[src/logic/csrb_pkg.sv]
package csrb_pkg;

  // channel layout: red, green, blue, white in address order
  localparam int CSRB_CHANNELS = 4;
  localparam int CSRB_BYTE_W = 8;
  localparam int CSRB_ADDR_W = 8;
  localparam int CSRB_CAP_W = 4;
  localparam int CSRB_SLOT_W = 12;
  localparam int CSRB_COUNT_W = 10;
  localparam int CSRB_MAG_W = 7;

  // register addresses, one byte each
  localparam logic [CSRB_ADDR_W-1:0] CSRB_ADDR_TRIGGER = 8'h00;
  localparam logic [CSRB_ADDR_W-1:0] CSRB_ADDR_MODE = 8'h01;
  localparam logic [CSRB_ADDR_W-1:0] CSRB_ADDR_CAPS = 8'h06;
  localparam logic [CSRB_ADDR_W-1:0] CSRB_ADDR_SLOTS = 8'h0A;
  localparam logic [CSRB_ADDR_W-1:0] CSRB_ADDR_RESULT = 8'h40;
  localparam logic [CSRB_ADDR_W-1:0] CSRB_ADDR_ZERO = 8'h48;

  // field positions
  localparam int CSRB_BIT_READ_TRIG = 0;
  localparam int CSRB_BIT_ZERO_TRIG = 1;
  localparam int CSRB_BIT_TRIM = 0;
  localparam int CSRB_BIT_SLEEP = 1;
  localparam int CSRB_BIT_OUTSIDE_CLOCK_SELECT = 2;
  localparam int CSRB_BIT_SIGN = 7;

  // reset values
  localparam logic [CSRB_CAP_W-1:0] CSRB_CAP_RESET = 4'hF;
  localparam logic [CSRB_SLOT_W-1:0] CSRB_SLOT_RESET = 12'h000;
  localparam logic [CSRB_COUNT_W-1:0] CSRB_COUNT_RESET = 10'h000;
  localparam logic [CSRB_BYTE_W-1:0] CSRB_ZERO_RESET = 8'h00;

  typedef struct packed {
    logic outside_clock_select;
    logic sleep;
    logic trim_mode_enable;
    logic [CSRB_CHANNELS-1:0][CSRB_CAP_W-1:0] gain_caps;
    logic [CSRB_CHANNELS-1:0][CSRB_SLOT_W-1:0] integ_slots;
  } csrb_cfg_t;

  typedef struct packed {
    logic [CSRB_CHANNELS-1:0][CSRB_COUNT_W-1:0] count;
  } csrb_count_t;

  // sign in bit 7, magnitude in bits 6..0
  typedef struct packed {
    logic [CSRB_CHANNELS-1:0][CSRB_BYTE_W-1:0] level;
  } csrb_zero_t;

  typedef enum logic [2:0] {
    CSRB_IDLE = 3'b001,
    CSRB_RUN_READ = 3'b010,
    CSRB_RUN_ZERO = 3'b100
  } csrb_state_t;

endpackage

[src/logic/csrb_register_bank.sv]
`timescale 1ns/10ps
// Contract
// - read trigger starts colour reading, self-clears
// - offset trigger starts offset reading, self-clears
// - mode bit 2 selects external clock
// - sleep held only with external clock
// - mode bit 0 enables trim offset
// - per-channel 4-bit gain capacitor count
// - 12-bit slot count split lo/hi bytes
// - 10-bit result split lo/hi bytes
// - offset result sign-magnitude, sign bit 7
module csrb_register_bank #(
  parameter int CHANNELS = csrb_pkg::CSRB_CHANNELS
) (
  // clock and reset
  input wire logic sys_clk_i,
  input wire logic rst_i,
  // register port
  input wire logic [csrb_pkg::CSRB_ADDR_W-1:0] reg_addr_i,
  input wire logic reg_wr_i,
  input wire logic [csrb_pkg::CSRB_BYTE_W-1:0] reg_wdata_i,
  input wire logic reg_rd_i,
  output logic [csrb_pkg::CSRB_BYTE_W-1:0] reg_rdata_o,
  // converter
  output logic afe_start_o,
  output logic afe_zero_mode_o,
  input wire logic afe_done_i,
  input wire csrb_pkg::csrb_count_t afe_count_i,
  input wire csrb_pkg::csrb_zero_t afe_zero_i,
  // settings and status
  output csrb_pkg::csrb_cfg_t cfg_o,
  output logic busy_o
);
  import csrb_pkg::*;

  if (CHANNELS != CSRB_CHANNELS) begin : g_bad_channels
    $error("register map serves exactly four channels");
  end

  localparam int HI_SLOT_W = CSRB_SLOT_W - CSRB_BYTE_W;
  localparam int HI_COUNT_W = CSRB_COUNT_W - CSRB_BYTE_W;

  function automatic logic [CSRB_ADDR_W-1:0] addr_at(
    input logic [CSRB_ADDR_W-1:0] base,
    input int idx
  );
    return base + CSRB_ADDR_W'(idx);
  endfunction

  function automatic logic wr_hit(
    input logic wr,
    input logic [CSRB_ADDR_W-1:0] addr,
    input logic [CSRB_ADDR_W-1:0] at
  );
    return wr && (addr == at);
  endfunction

  logic read_trig_r;
  logic zero_trig_r;
  logic outside_clock_select_r;
  logic sleep_r;
  logic trim_r;
  logic [CHANNELS-1:0][CSRB_CAP_W-1:0] gain_caps_r;
  logic [CHANNELS-1:0][CSRB_SLOT_W-1:0] integ_slots_r;
  logic [CHANNELS-1:0][CSRB_COUNT_W-1:0] count_r;
  logic [CHANNELS-1:0][CSRB_BYTE_W-1:0] zero_level_r;
  logic [CSRB_BYTE_W-1:0] rdata_nxt;
  logic read_done;
  logic zero_done;
  logic trig_wr;
  logic mode_wr;

  assign trig_wr = wr_hit(reg_wr_i, reg_addr_i, CSRB_ADDR_TRIGGER);
  assign mode_wr = wr_hit(reg_wr_i, reg_addr_i, CSRB_ADDR_MODE);

  csrb_measure_seq u_seq (
    .sys_clk_i(sys_clk_i),
    .rst_i(rst_i),
    .read_trig_i(read_trig_r),
    .zero_trig_i(zero_trig_r),
    .afe_done_i(afe_done_i),
    .afe_start_o(afe_start_o),
    .afe_zero_mode_o(afe_zero_mode_o),
    .read_done_o(read_done),
    .zero_done_o(zero_done),
    .busy_o(busy_o)
  );

  // triggers: a write of one in the completion cycle wins and reruns;
  // a write of zero cannot abort a running measurement
  always_ff @(posedge sys_clk_i or posedge rst_i) begin
    if (rst_i) begin
      read_trig_r <= 1'b0;
      zero_trig_r <= 1'b0;
    end else begin
      if (trig_wr && reg_wdata_i[CSRB_BIT_READ_TRIG]) begin
        read_trig_r <= 1'b1;
      end else if (read_done) begin
        read_trig_r <= 1'b0;
      end
      if (trig_wr && reg_wdata_i[CSRB_BIT_ZERO_TRIG]) begin
        zero_trig_r <= 1'b1;
      end else if (zero_done) begin
        zero_trig_r <= 1'b0;
      end
    end
  end

  always_ff @(posedge sys_clk_i or posedge rst_i) begin
    if (rst_i) begin
      outside_clock_select_r <= 1'b0;
      sleep_r <= 1'b0;
      trim_r <= 1'b0;
    end else if (mode_wr) begin
      outside_clock_select_r <= reg_wdata_i[CSRB_BIT_OUTSIDE_CLOCK_SELECT];
      // sleep without the external clock is dropped at once
      sleep_r <= reg_wdata_i[CSRB_BIT_SLEEP]
                 && reg_wdata_i[CSRB_BIT_OUTSIDE_CLOCK_SELECT];
      trim_r <= reg_wdata_i[CSRB_BIT_TRIM];
    end
  end

  // upper bits of narrow fields are simply not stored
  always_ff @(posedge sys_clk_i or posedge rst_i) begin
    if (rst_i) begin
      for (int ch = 0; ch < CHANNELS; ch++) begin
        gain_caps_r[ch] <= CSRB_CAP_RESET;
        integ_slots_r[ch] <= CSRB_SLOT_RESET;
      end
    end else begin
      for (int ch = 0; ch < CHANNELS; ch++) begin
        if (wr_hit(reg_wr_i, reg_addr_i, addr_at(CSRB_ADDR_CAPS, ch))) begin
          gain_caps_r[ch] <= reg_wdata_i[CSRB_CAP_W-1:0];
        end
        if (wr_hit(reg_wr_i, reg_addr_i,
                   addr_at(CSRB_ADDR_SLOTS, 2 * ch))) begin
          integ_slots_r[ch][CSRB_BYTE_W-1:0] <= reg_wdata_i;
        end
        if (wr_hit(reg_wr_i, reg_addr_i,
                   addr_at(CSRB_ADDR_SLOTS, 2 * ch + 1))) begin
          integ_slots_r[ch][CSRB_SLOT_W-1:CSRB_BYTE_W] <=
            reg_wdata_i[HI_SLOT_W-1:0];
        end
      end
    end
  end

  // results are captured whole on completion, so lo and hi always match
  always_ff @(posedge sys_clk_i or posedge rst_i) begin
    if (rst_i) begin
      for (int ch = 0; ch < CHANNELS; ch++) begin
        count_r[ch] <= CSRB_COUNT_RESET;
        zero_level_r[ch] <= CSRB_ZERO_RESET;
      end
    end else begin
      if (read_done) begin
        count_r <= afe_count_i.count;
      end
      if (zero_done) begin
        zero_level_r <= afe_zero_i.level;
      end
    end
  end

  // unmapped addresses and unused bits read zero
  always_comb begin
    rdata_nxt = '0;
    if (reg_addr_i == CSRB_ADDR_TRIGGER) begin
      rdata_nxt[CSRB_BIT_READ_TRIG] = read_trig_r;
      rdata_nxt[CSRB_BIT_ZERO_TRIG] = zero_trig_r;
    end
    if (reg_addr_i == CSRB_ADDR_MODE) begin
      rdata_nxt[CSRB_BIT_OUTSIDE_CLOCK_SELECT] = outside_clock_select_r;
      rdata_nxt[CSRB_BIT_SLEEP] = sleep_r;
      rdata_nxt[CSRB_BIT_TRIM] = trim_r;
    end
    for (int ch = 0; ch < CHANNELS; ch++) begin
      if (reg_addr_i == addr_at(CSRB_ADDR_CAPS, ch)) begin
        rdata_nxt = CSRB_BYTE_W'(gain_caps_r[ch]);
      end
      if (reg_addr_i == addr_at(CSRB_ADDR_SLOTS, 2 * ch)) begin
        rdata_nxt = integ_slots_r[ch][CSRB_BYTE_W-1:0];
      end
      if (reg_addr_i == addr_at(CSRB_ADDR_SLOTS, 2 * ch + 1)) begin
        rdata_nxt = CSRB_BYTE_W'(
          integ_slots_r[ch][CSRB_SLOT_W-1:CSRB_BYTE_W]);
      end
      if (reg_addr_i == addr_at(CSRB_ADDR_RESULT, 2 * ch)) begin
        rdata_nxt = count_r[ch][CSRB_BYTE_W-1:0];
      end
      if (reg_addr_i == addr_at(CSRB_ADDR_RESULT, 2 * ch + 1)) begin
        rdata_nxt = CSRB_BYTE_W'(
          count_r[ch][CSRB_COUNT_W-1:CSRB_BYTE_W]);
      end
      if (reg_addr_i == addr_at(CSRB_ADDR_ZERO, ch)) begin
        rdata_nxt = zero_level_r[ch];
      end
    end
  end

  // read data holds until the next read
  always_ff @(posedge sys_clk_i or posedge rst_i) begin
    if (rst_i) begin
      reg_rdata_o <= '0;
    end else if (reg_rd_i) begin
      reg_rdata_o <= rdata_nxt;
    end
  end

  always_comb begin
    cfg_o.outside_clock_select = outside_clock_select_r;
    cfg_o.sleep = sleep_r;
    cfg_o.trim_mode_enable = trim_r;
    cfg_o.gain_caps = gain_caps_r;
    cfg_o.integ_slots = integ_slots_r;
  end

  chk_read_trig_clear: assert property (@(posedge sys_clk_i)
    disable iff (rst_i)
    read_done && !(trig_wr && reg_wdata_i[CSRB_BIT_READ_TRIG])
    |=> !read_trig_r)
    else $error("read trigger did not clear on completion");

  chk_read_capture: assert property (@(posedge sys_clk_i)
    disable iff (rst_i)
    read_done |=> count_r == $past(afe_count_i.count))
    else $error("colour result not captured");

  chk_read_starts: assert property (@(posedge sys_clk_i)
    disable iff (rst_i)
    trig_wr && reg_wdata_i[CSRB_BIT_READ_TRIG] && !busy_o
    |=> ##1 afe_start_o && !afe_zero_mode_o)
    else $error("read trigger did not start a colour run");

  chk_zero_capture: assert property (@(posedge sys_clk_i)
    disable iff (rst_i)
    zero_done |=> zero_level_r == $past(afe_zero_i.level)
      && (!zero_trig_r
      || $past(trig_wr && reg_wdata_i[CSRB_BIT_ZERO_TRIG])))
    else $error("offset result not captured or trigger stuck");

  chk_outside_clock_select_follows: assert property (@(posedge sys_clk_i)
    disable iff (rst_i)
    mode_wr |=> cfg_o.outside_clock_select
      == $past(reg_wdata_i[CSRB_BIT_OUTSIDE_CLOCK_SELECT]))
    else $error("external clock select not taken");

  chk_sleep_gated: assert property (@(posedge sys_clk_i)
    disable iff (rst_i) cfg_o.sleep |-> cfg_o.outside_clock_select)
    else $error("sleep held without external clock");

  chk_trim_follows: assert property (@(posedge sys_clk_i)
    disable iff (rst_i)
    mode_wr ##1 !mode_wr[*2] |-> cfg_o.trim_mode_enable
      == $past(reg_wdata_i[CSRB_BIT_TRIM], 2))
    else $error("trim mode not held");

  chk_caps_upper_zero: assert property (@(posedge sys_clk_i)
    disable iff (rst_i)
    reg_rd_i && reg_addr_i == CSRB_ADDR_CAPS
    |=> reg_rdata_o[CSRB_BYTE_W-1:CSRB_CAP_W] == '0
      && reg_rdata_o[CSRB_CAP_W-1:0] == $past(gain_caps_r[0]))
    else $error("gain capacitor byte wrong");

  chk_slot_hi_byte: assert property (@(posedge sys_clk_i)
    disable iff (rst_i)
    reg_rd_i && reg_addr_i == addr_at(CSRB_ADDR_SLOTS, 1)
    |=> reg_rdata_o == CSRB_BYTE_W'($past(
      integ_slots_r[0][CSRB_SLOT_W-1:CSRB_BYTE_W])))
    else $error("slot high byte wrong");

  chk_result_hi_byte: assert property (@(posedge sys_clk_i)
    disable iff (rst_i)
    reg_rd_i && reg_addr_i == addr_at(CSRB_ADDR_RESULT, 1)
    |=> reg_rdata_o[CSRB_BYTE_W-1:HI_COUNT_W] == '0)
    else $error("result high byte has stray bits");

  chk_zero_starts: assert property (@(posedge sys_clk_i)
    disable iff (rst_i)
    trig_wr && reg_wdata_i[CSRB_BIT_ZERO_TRIG] && !read_trig_r
      && !reg_wdata_i[CSRB_BIT_READ_TRIG] && !zero_trig_r && !busy_o
    |=> ##1 afe_start_o && afe_zero_mode_o)
    else $error("offset trigger did not start an offset run");

  chk_trig_upper_zero: assert property (@(posedge sys_clk_i)
    disable iff (rst_i)
    reg_rd_i && reg_addr_i == CSRB_ADDR_TRIGGER
    |=> reg_rdata_o[CSRB_BYTE_W-1:CSRB_BIT_ZERO_TRIG+1] == '0)
    else $error("control byte has stray bits");

  chk_mode_upper_zero: assert property (@(posedge sys_clk_i)
    disable iff (rst_i)
    reg_rd_i && reg_addr_i == CSRB_ADDR_MODE
    |=> reg_rdata_o[CSRB_BYTE_W-1:CSRB_BIT_OUTSIDE_CLOCK_SELECT+1] == '0)
    else $error("mode byte has stray bits");

  cov_colour_run: cover property (@(posedge sys_clk_i)
    disable iff (rst_i) afe_start_o && !afe_zero_mode_o ##[1:20] read_done);

  cov_offset_run: cover property (@(posedge sys_clk_i)
    disable iff (rst_i) afe_start_o && afe_zero_mode_o ##[1:20] zero_done);

  cov_both_pending: cover property (@(posedge sys_clk_i)
    disable iff (rst_i) read_trig_r && zero_trig_r);

  cov_sleep_on: cover property (@(posedge sys_clk_i)
    disable iff (rst_i) $rose(cfg_o.sleep));

endmodule

[src/logic/csrb_measure_seq.sv]
`timescale 1ns/10ps
module csrb_measure_seq (
  // clock and reset
  input wire logic sys_clk_i,
  input wire logic rst_i,
  // pending triggers
  input wire logic read_trig_i,
  input wire logic zero_trig_i,
  // converter handshake
  input wire logic afe_done_i,
  output logic afe_start_o,
  output logic afe_zero_mode_o,
  // completion
  output logic read_done_o,
  output logic zero_done_o,
  output logic busy_o
);
  import csrb_pkg::*;

  csrb_state_t state_r;
  csrb_state_t state_nxt;

  always_comb begin
    state_nxt = state_r;
    unique case (state_r)
      CSRB_IDLE: begin
        // colour reading goes first when both are pending
        if (read_trig_i) begin
          state_nxt = CSRB_RUN_READ;
        end else if (zero_trig_i) begin
          state_nxt = CSRB_RUN_ZERO;
        end
      end
      CSRB_RUN_READ: begin
        if (afe_done_i) begin
          state_nxt = CSRB_IDLE;
        end
      end
      CSRB_RUN_ZERO: begin
        if (afe_done_i) begin
          state_nxt = CSRB_IDLE;
        end
      end
      default: begin
        state_nxt = CSRB_IDLE;
      end
    endcase
  end

  always_ff @(posedge sys_clk_i or posedge rst_i) begin
    if (rst_i) begin
      state_r <= CSRB_IDLE;
    end else begin
      state_r <= state_nxt;
    end
  end

  always_ff @(posedge sys_clk_i or posedge rst_i) begin
    if (rst_i) begin
      afe_start_o <= 1'b0;
      afe_zero_mode_o <= 1'b0;
    end else begin
      afe_start_o <= (state_r == CSRB_IDLE) && (state_nxt != CSRB_IDLE);
      if (state_r == CSRB_IDLE && state_nxt != CSRB_IDLE) begin
        afe_zero_mode_o <= (state_nxt == CSRB_RUN_ZERO);
      end
    end
  end

  // done outside a run is ignored
  assign read_done_o = (state_r == CSRB_RUN_READ) && afe_done_i;
  assign zero_done_o = (state_r == CSRB_RUN_ZERO) && afe_done_i;
  assign busy_o = (state_r != CSRB_IDLE);

  chk_start_single_pulse: assert property (@(posedge sys_clk_i)
    disable iff (rst_i) afe_start_o |=> !afe_start_o)
    else $error("converter start longer than one cycle");

  chk_start_mode_zero: assert property (@(posedge sys_clk_i)
    disable iff (rst_i)
    $rose(state_r == CSRB_RUN_ZERO) |-> afe_start_o && afe_zero_mode_o)
    else $error("offset run started without offset mode");

endmodule

[config.mk]
export PLATFORM = sky130hd
export DESIGN_NAME = csrb_register_bank
export DESIGN_NICKNAME = d
export VERILOG_FILES = /design/src/logic/csrb_pkg.sv /design/src/logic/csrb_register_bank.sv /design/src/logic/csrb_measure_seq.sv
export SDC_FILE = /design/constraint.sdc
export NUM_CORES = 1
export LEC_CHECK = 0
export ABC_AREA = 1
export BUFFER_PORTS_ARGS = -buffer_cell sky130_fd_sc_hd__buf_2
export CAP_MARGIN = 30
export CORE_ASPECT_RATIO = 2
export CORE_UTILIZATION = 58
export CTS_CLUSTER_SIZE = 8
export DETAILED_ROUTE_END_ITERATION = 8
export GPL_TIMING_DRIVEN = 0
export PLACE_DENSITY = 0.85
export SETUP_SLACK_MARGIN = 0.05
export SYNTH_ARGS = -nofsm -noshare
export SYNTH_HDL_FRONTEND = slang
export SYNTH_SLANG_ARGS = --single-unit
[constraint.sdc]
create_clock -name sys_clk_i -period 10.4 [get_ports sys_clk_i]
set_input_delay 1.56 -clock sys_clk_i [delete_from_list [all_inputs] [get_ports sys_clk_i]]
set_output_delay 1.56 -clock sys_clk_i [all_outputs]
set_load 0.03 [all_outputs]
==> flow_metrics.env <==
export IMPL_initial_core_util_pct=59.1
export IMPL_final_setup_tns_ns=0
export IMPL_criticalPathCategory="in -> reg"
export IMPL_synth_common_cells="399 x sky130_fd_sc_hd__nand2_1, 137 x sky130_fd_sc_hd__dfrtp_1, 80 x sky130_fd_sc_hd__o21ai_0"
export IMPL_worstHoldPathType="reg -> reg"
export IMPL_cellPowerDensity_nw_per_um2=187
export IMPL_grt_max_degree=83
export IMPL_fp_dieArea_um2=12800
export IMPL_setup_worst_path_start_class="input pin"
export IMPL_synth_xor_xnor_area_share_pct=0
export IMPL_fraction_of_the_mapped_netlist_area_in_compound_gates_pct=9.90
export IMPL_cts_hold_buffers=0
export IMPL_timing_critical_path_cells="buf_2, inv_1, nor2_1, clkinv_1, clkbuf_1, nand2_1, nand2_1"
export IMPL_grt_pass1_vias=7199
export IMPL_layout_filler_cells=940
export IMPL_n_antenna_cell=0
export IMPL_synth_cell_types=38
export IMPL_slowest_delay_ns=0.73
export IMPL_drc=0
export IMPL_syn_mean_instance_area_um2=8.06
export IMPL_antenna_violating_nets_post_route=0
export IMPL_clockRootBuffer="sky130_fd_sc_hd__clkbuf_16"
export IMPL_io_buf_count=170
export IMPL_worst_slew_margin_rel_pct=36.3
export IMPL_finalWirelength_mm=23.3
export IMPL_synthDominantCellAreaShare_pct=48.1
export IMPL_timing_final_crit_share_pct=33.3
export IMPL_routed_via_count=7119
export IMPL_wl_per_cell_um=18.9
export IMPL_post_route_cells_drive_above_1_share_pct=24.7
export IMPL_drv_slew=0
export IMPL_cts_htree_levels=4
export IMPL_post_cts_resized_instances=0
export IMPL_asyncSetResetFlopFracSynth_pct=100
export IMPL_finish_cell_count_without_fillers=1233
export IMPL_clk_path_buf_depth=2
export IMPL_cts_sinks=154
export IMPL_fin_crit_ns=3.46
export IMPL_worst_pin_slew_ns=0.952
export IMPL_mappedNetlistArea_um2=7130
export IMPL_finClkSkew_ns=0.00650
export IMPL_maximum_operating_frequency_ghz=0.289
export IMPL_critical_path_data_arrival_time_ns=3.79
export IMPL_clock_pin_transition_on_the_worst_setup_and_hold_timing_paths_ns=0.07
export IMPL_irDropWorstVdd_v=0.000137
export IMPL_track_usage_pct=38.8
export IMPL_worst_path_buf_inv=4
export IMPL_fp_dieH_um=159
export IMPL_synthAdderAreaFrac_pct=0
export IMPL_gr_total_overflow=0
export IMPL_syn2layout_area_growth_pct=23.1
export IMPL_grt_first_pass_wirelength_mm=36.1
export IMPL_place_gp_congestion=0.941
export IMPL_power_leakage_nw=4.60
export IMPL_max_cap_violations=0
export IMPL_dieWidth_um=80.4
export IMPL_floorplan_io_pins=171
export IMPL_cp_slowest_cell="sky130_fd_sc_hd__nor2_1"
export IMPL_synth_top_family_by_area="simple AND/OR/NAND/NOR gates"
export IMPL_tritoncts_num_buffers=17
export IMPL_initial_antenna_violation_count=0
export IMPL_synth_enable_flop_cells=0
export IMPL_synth_mux_area_share_pct=0
export IMPL_place_inst=1202
export IMPL_synth_seq_cells=154
export IMPL_core_rowCount=57
export IMPL_core_area_um2=12100
export IMPL_end_kind="register"
export IMPL_synth_seq_area_share_pct=54.4
export IMPL_synth_warnings=0
export IMPL_design_final_nets=1167
export IMPL_crit_fanout=10
export IMPL_hold_ws_ns=0.470
export IMPL_yosys_cell_count_top_type="sky130_fd_sc_hd__nand2_1"
export IMPL_dp_hpwl_mm=16.9
export IMPL_outcome="finished, final reports clean"
export IMPL_cts_tree="done"
export IMPL_drt_first_iter_violations=652
export IMPL_timing_reg2reg_setup_slack_ns=7.64
export IMPL_synth_top_cells_by_area="sky130_fd_sc_hd__dfrtp_1 48%, sky130_fd_sc_hd__nand2_1 21%, sky130_fd_sc_hd__dfstp_2 6.3%, sky130_fd_sc_hd__o21ai_0 5.6%, sky130_fd_sc_hd__inv_1 3.1%"
export IMPL_timing_final_setup_violations=0
export IMPL_yosys_area_share_simple_pct=30.4
export IMPL_worst_skew_pair_late_latency_ns=0.44
export IMPL_critical_path_most_common_cell="sky130_fd_sc_hd__nand2_1"
export IMPL_postCtsSetupBuffers=0
export IMPL_firstDrtPassIters=6
export IMPL_synth_largest_area_cell="sky130_fd_sc_hd__dfrtp_1"
export IMPL_vias_per_cell=5.77
export IMPL_setup_repair_after_global_routing_missed_its_margin="false"
export IMPL_cp_data_required_time_ns=10.73
export IMPL_synthCells=884
export IMPL_hold_viol=0
export IMPL_postSynthNetCount=977
export IMPL_critical_path_top_delay_family="buffers and inverters"
export IMPL_yosys_most_used_dff="sky130_fd_sc_hd__dfrtp_1"
-- layout by cell type, fill, tap and decap left out, types with 3 or more instances in the layout --
| master | netlist | routed |
|---|---|---|
| sky130_fd_sc_hd__nand4_1 | 21 | 21 |
| sky130_fd_sc_hd__o21ai_0 | 80 | 80 |
| sky130_fd_sc_hd__a221oi_1 | 9 | 9 |
| sky130_fd_sc_hd__a21oi_1 | 13 | 13 |
| sky130_fd_sc_hd__nor2_1 | 31 | 31 |
| sky130_fd_sc_hd__nor2_4 | 3 | 3 |
| sky130_fd_sc_hd__clkbuf_16 | 0 | 17 |
| sky130_fd_sc_hd__o21ai_1 | 3 | 3 |
| sky130_fd_sc_hd__or2_2 | 5 | 5 |
| sky130_fd_sc_hd__nor3_2 | 3 | 3 |
| sky130_fd_sc_hd__nor2_2 | 12 | 12 |
| sky130_fd_sc_hd__dfrtp_1 | 137 | 137 |
| sky130_fd_sc_hd__dfstp_2 | 17 | 17 |
| sky130_fd_sc_hd__inv_8 | 0 | 4 |
| sky130_fd_sc_hd__nand2_2 | 5 | 5 |
| sky130_fd_sc_hd__inv_1 | 58 | 57 |
| sky130_fd_sc_hd__nand2_1 | 399 | 399 |
| sky130_fd_sc_hd__nand3_1 | 24 | 24 |
| sky130_fd_sc_hd__buf_2 | 0 | 170 |
| sky130_fd_sc_hd__inv_6 | 0 | 6 |
| sky130_fd_sc_hd__clkbuf_1 | 23 | 23 |
| sky130_fd_sc_hd__inv_2 | 7 | 7 |
| sky130_fd_sc_hd__buf_4 | 4 | 4 |
| sky130_fd_sc_hd__nand3_4 | 3 | 3 |
-- cell families (layout without fill, tap and decap cells) --
kind of cell,Yosys count,in the layout
AOI/OAI and AO/OA,123,123
buffers and inverters,95,297
DFF,154,154
and+or+nand+nor,512,512
-- worst paths after layout --
path | from | endpoint | depth (start not counted)
worst max-delay path | afe_done_i | count_r[13]$_DFFE_PP0P_ | 7
worst min-delay path | count_r[12]$_DFFE_PP0P_ | count_r[12]$_DFFE_PP0P_ | 2
worst max register to register | u_seq.state_r[2]$_DFF_PP0_ | count_r[13]$_DFFE_PP0P_ | 7
worst min register to register | count_r[12]$_DFFE_PP0P_ | count_r[12]$_DFFE_PP0P_ | 2
max in group asynchronous | rst_i | cfg_o[50]$_DFFE_PP1P_ | 3
min in group asynchronous | rst_i | zero_level_r[12]$_DFFE_PP0P_ | 2
-- layer usage --
layer | up-vias | global-route usage, % | wire length (um) | share of wire (%)
met3 | 155 | 9.02 | 1720 | 7.4
met4 | 0 | 30.3 | 2030 | 8.7
met1 | 3288 | 40.4 | 7610 | 33
met2 | 457 | 64.7 | 11900 | 51
li1 | 3219 | - | - | -
met5 | - | 0 | 0 | 0
-- metrics by stage --
step	area, um^2	utilization, %	setup WS, ns	total power [mW]
after global routing	8770	72.8	6.84	1.70
after floorplan	7130	-	4.72	0.930
after CTS	8770	72.8	7.11	1.63
after global placement	8160	67.7	3.12	1.01
final	8770	72.8	6.94	1.64
after detailed placement	8190	68.0	6.70	1.03
-- tightest hold or removal path: cells and delay by family, from the launching register on --
kind | cells | cell delay [ns]
DFF | 1 | 0.34
and+or+nand+nor | 2 | 0.10
-- final cells by class --
type	instances	area [um^2]	area share, %
Clock buffer	17	425	4.85
Clock inverter	14	151	1.73
Multi-Input combinational cell	635	2870	32.7
Tap cell	147	184	2.10
Inverter	67	259	2.95
Timing Repair Buffer	171	878	10.0
Buffer	28	128	1.46
Sequential cell	154	3870	44.2
-- flip-flops by register name, indices dropped and copies added (netlist names) --
| name | flops |
|---|---|
| outside_clock_select_r | 1 |
| u_seq.afe_start_o | 1 |
| count_r | 40 |
| zero_level_r | 32 |
| u_seq.afe_zero_mode_o | 1 |
| sleep_r | 1 |
| zero_trig_r | 1 |
| u_seq.state_r | 3 |
| cfg_o | 64 |
| trim_r | 1 |
| read_trig_r | 1 |
| reg_rdata_o | 8 |
-- report_power, final --
part	switching [mW]	total, mW	leakage, nW	internal, mW
sequential	0.0692	0.783	1.96	0.713
combinational	0.167	0.246	2.36	0.0787
clock	0.274	0.612	0.279	0.338
total	0.511	1.64	4.60	1.13
(Power assumes the default switching activity.)
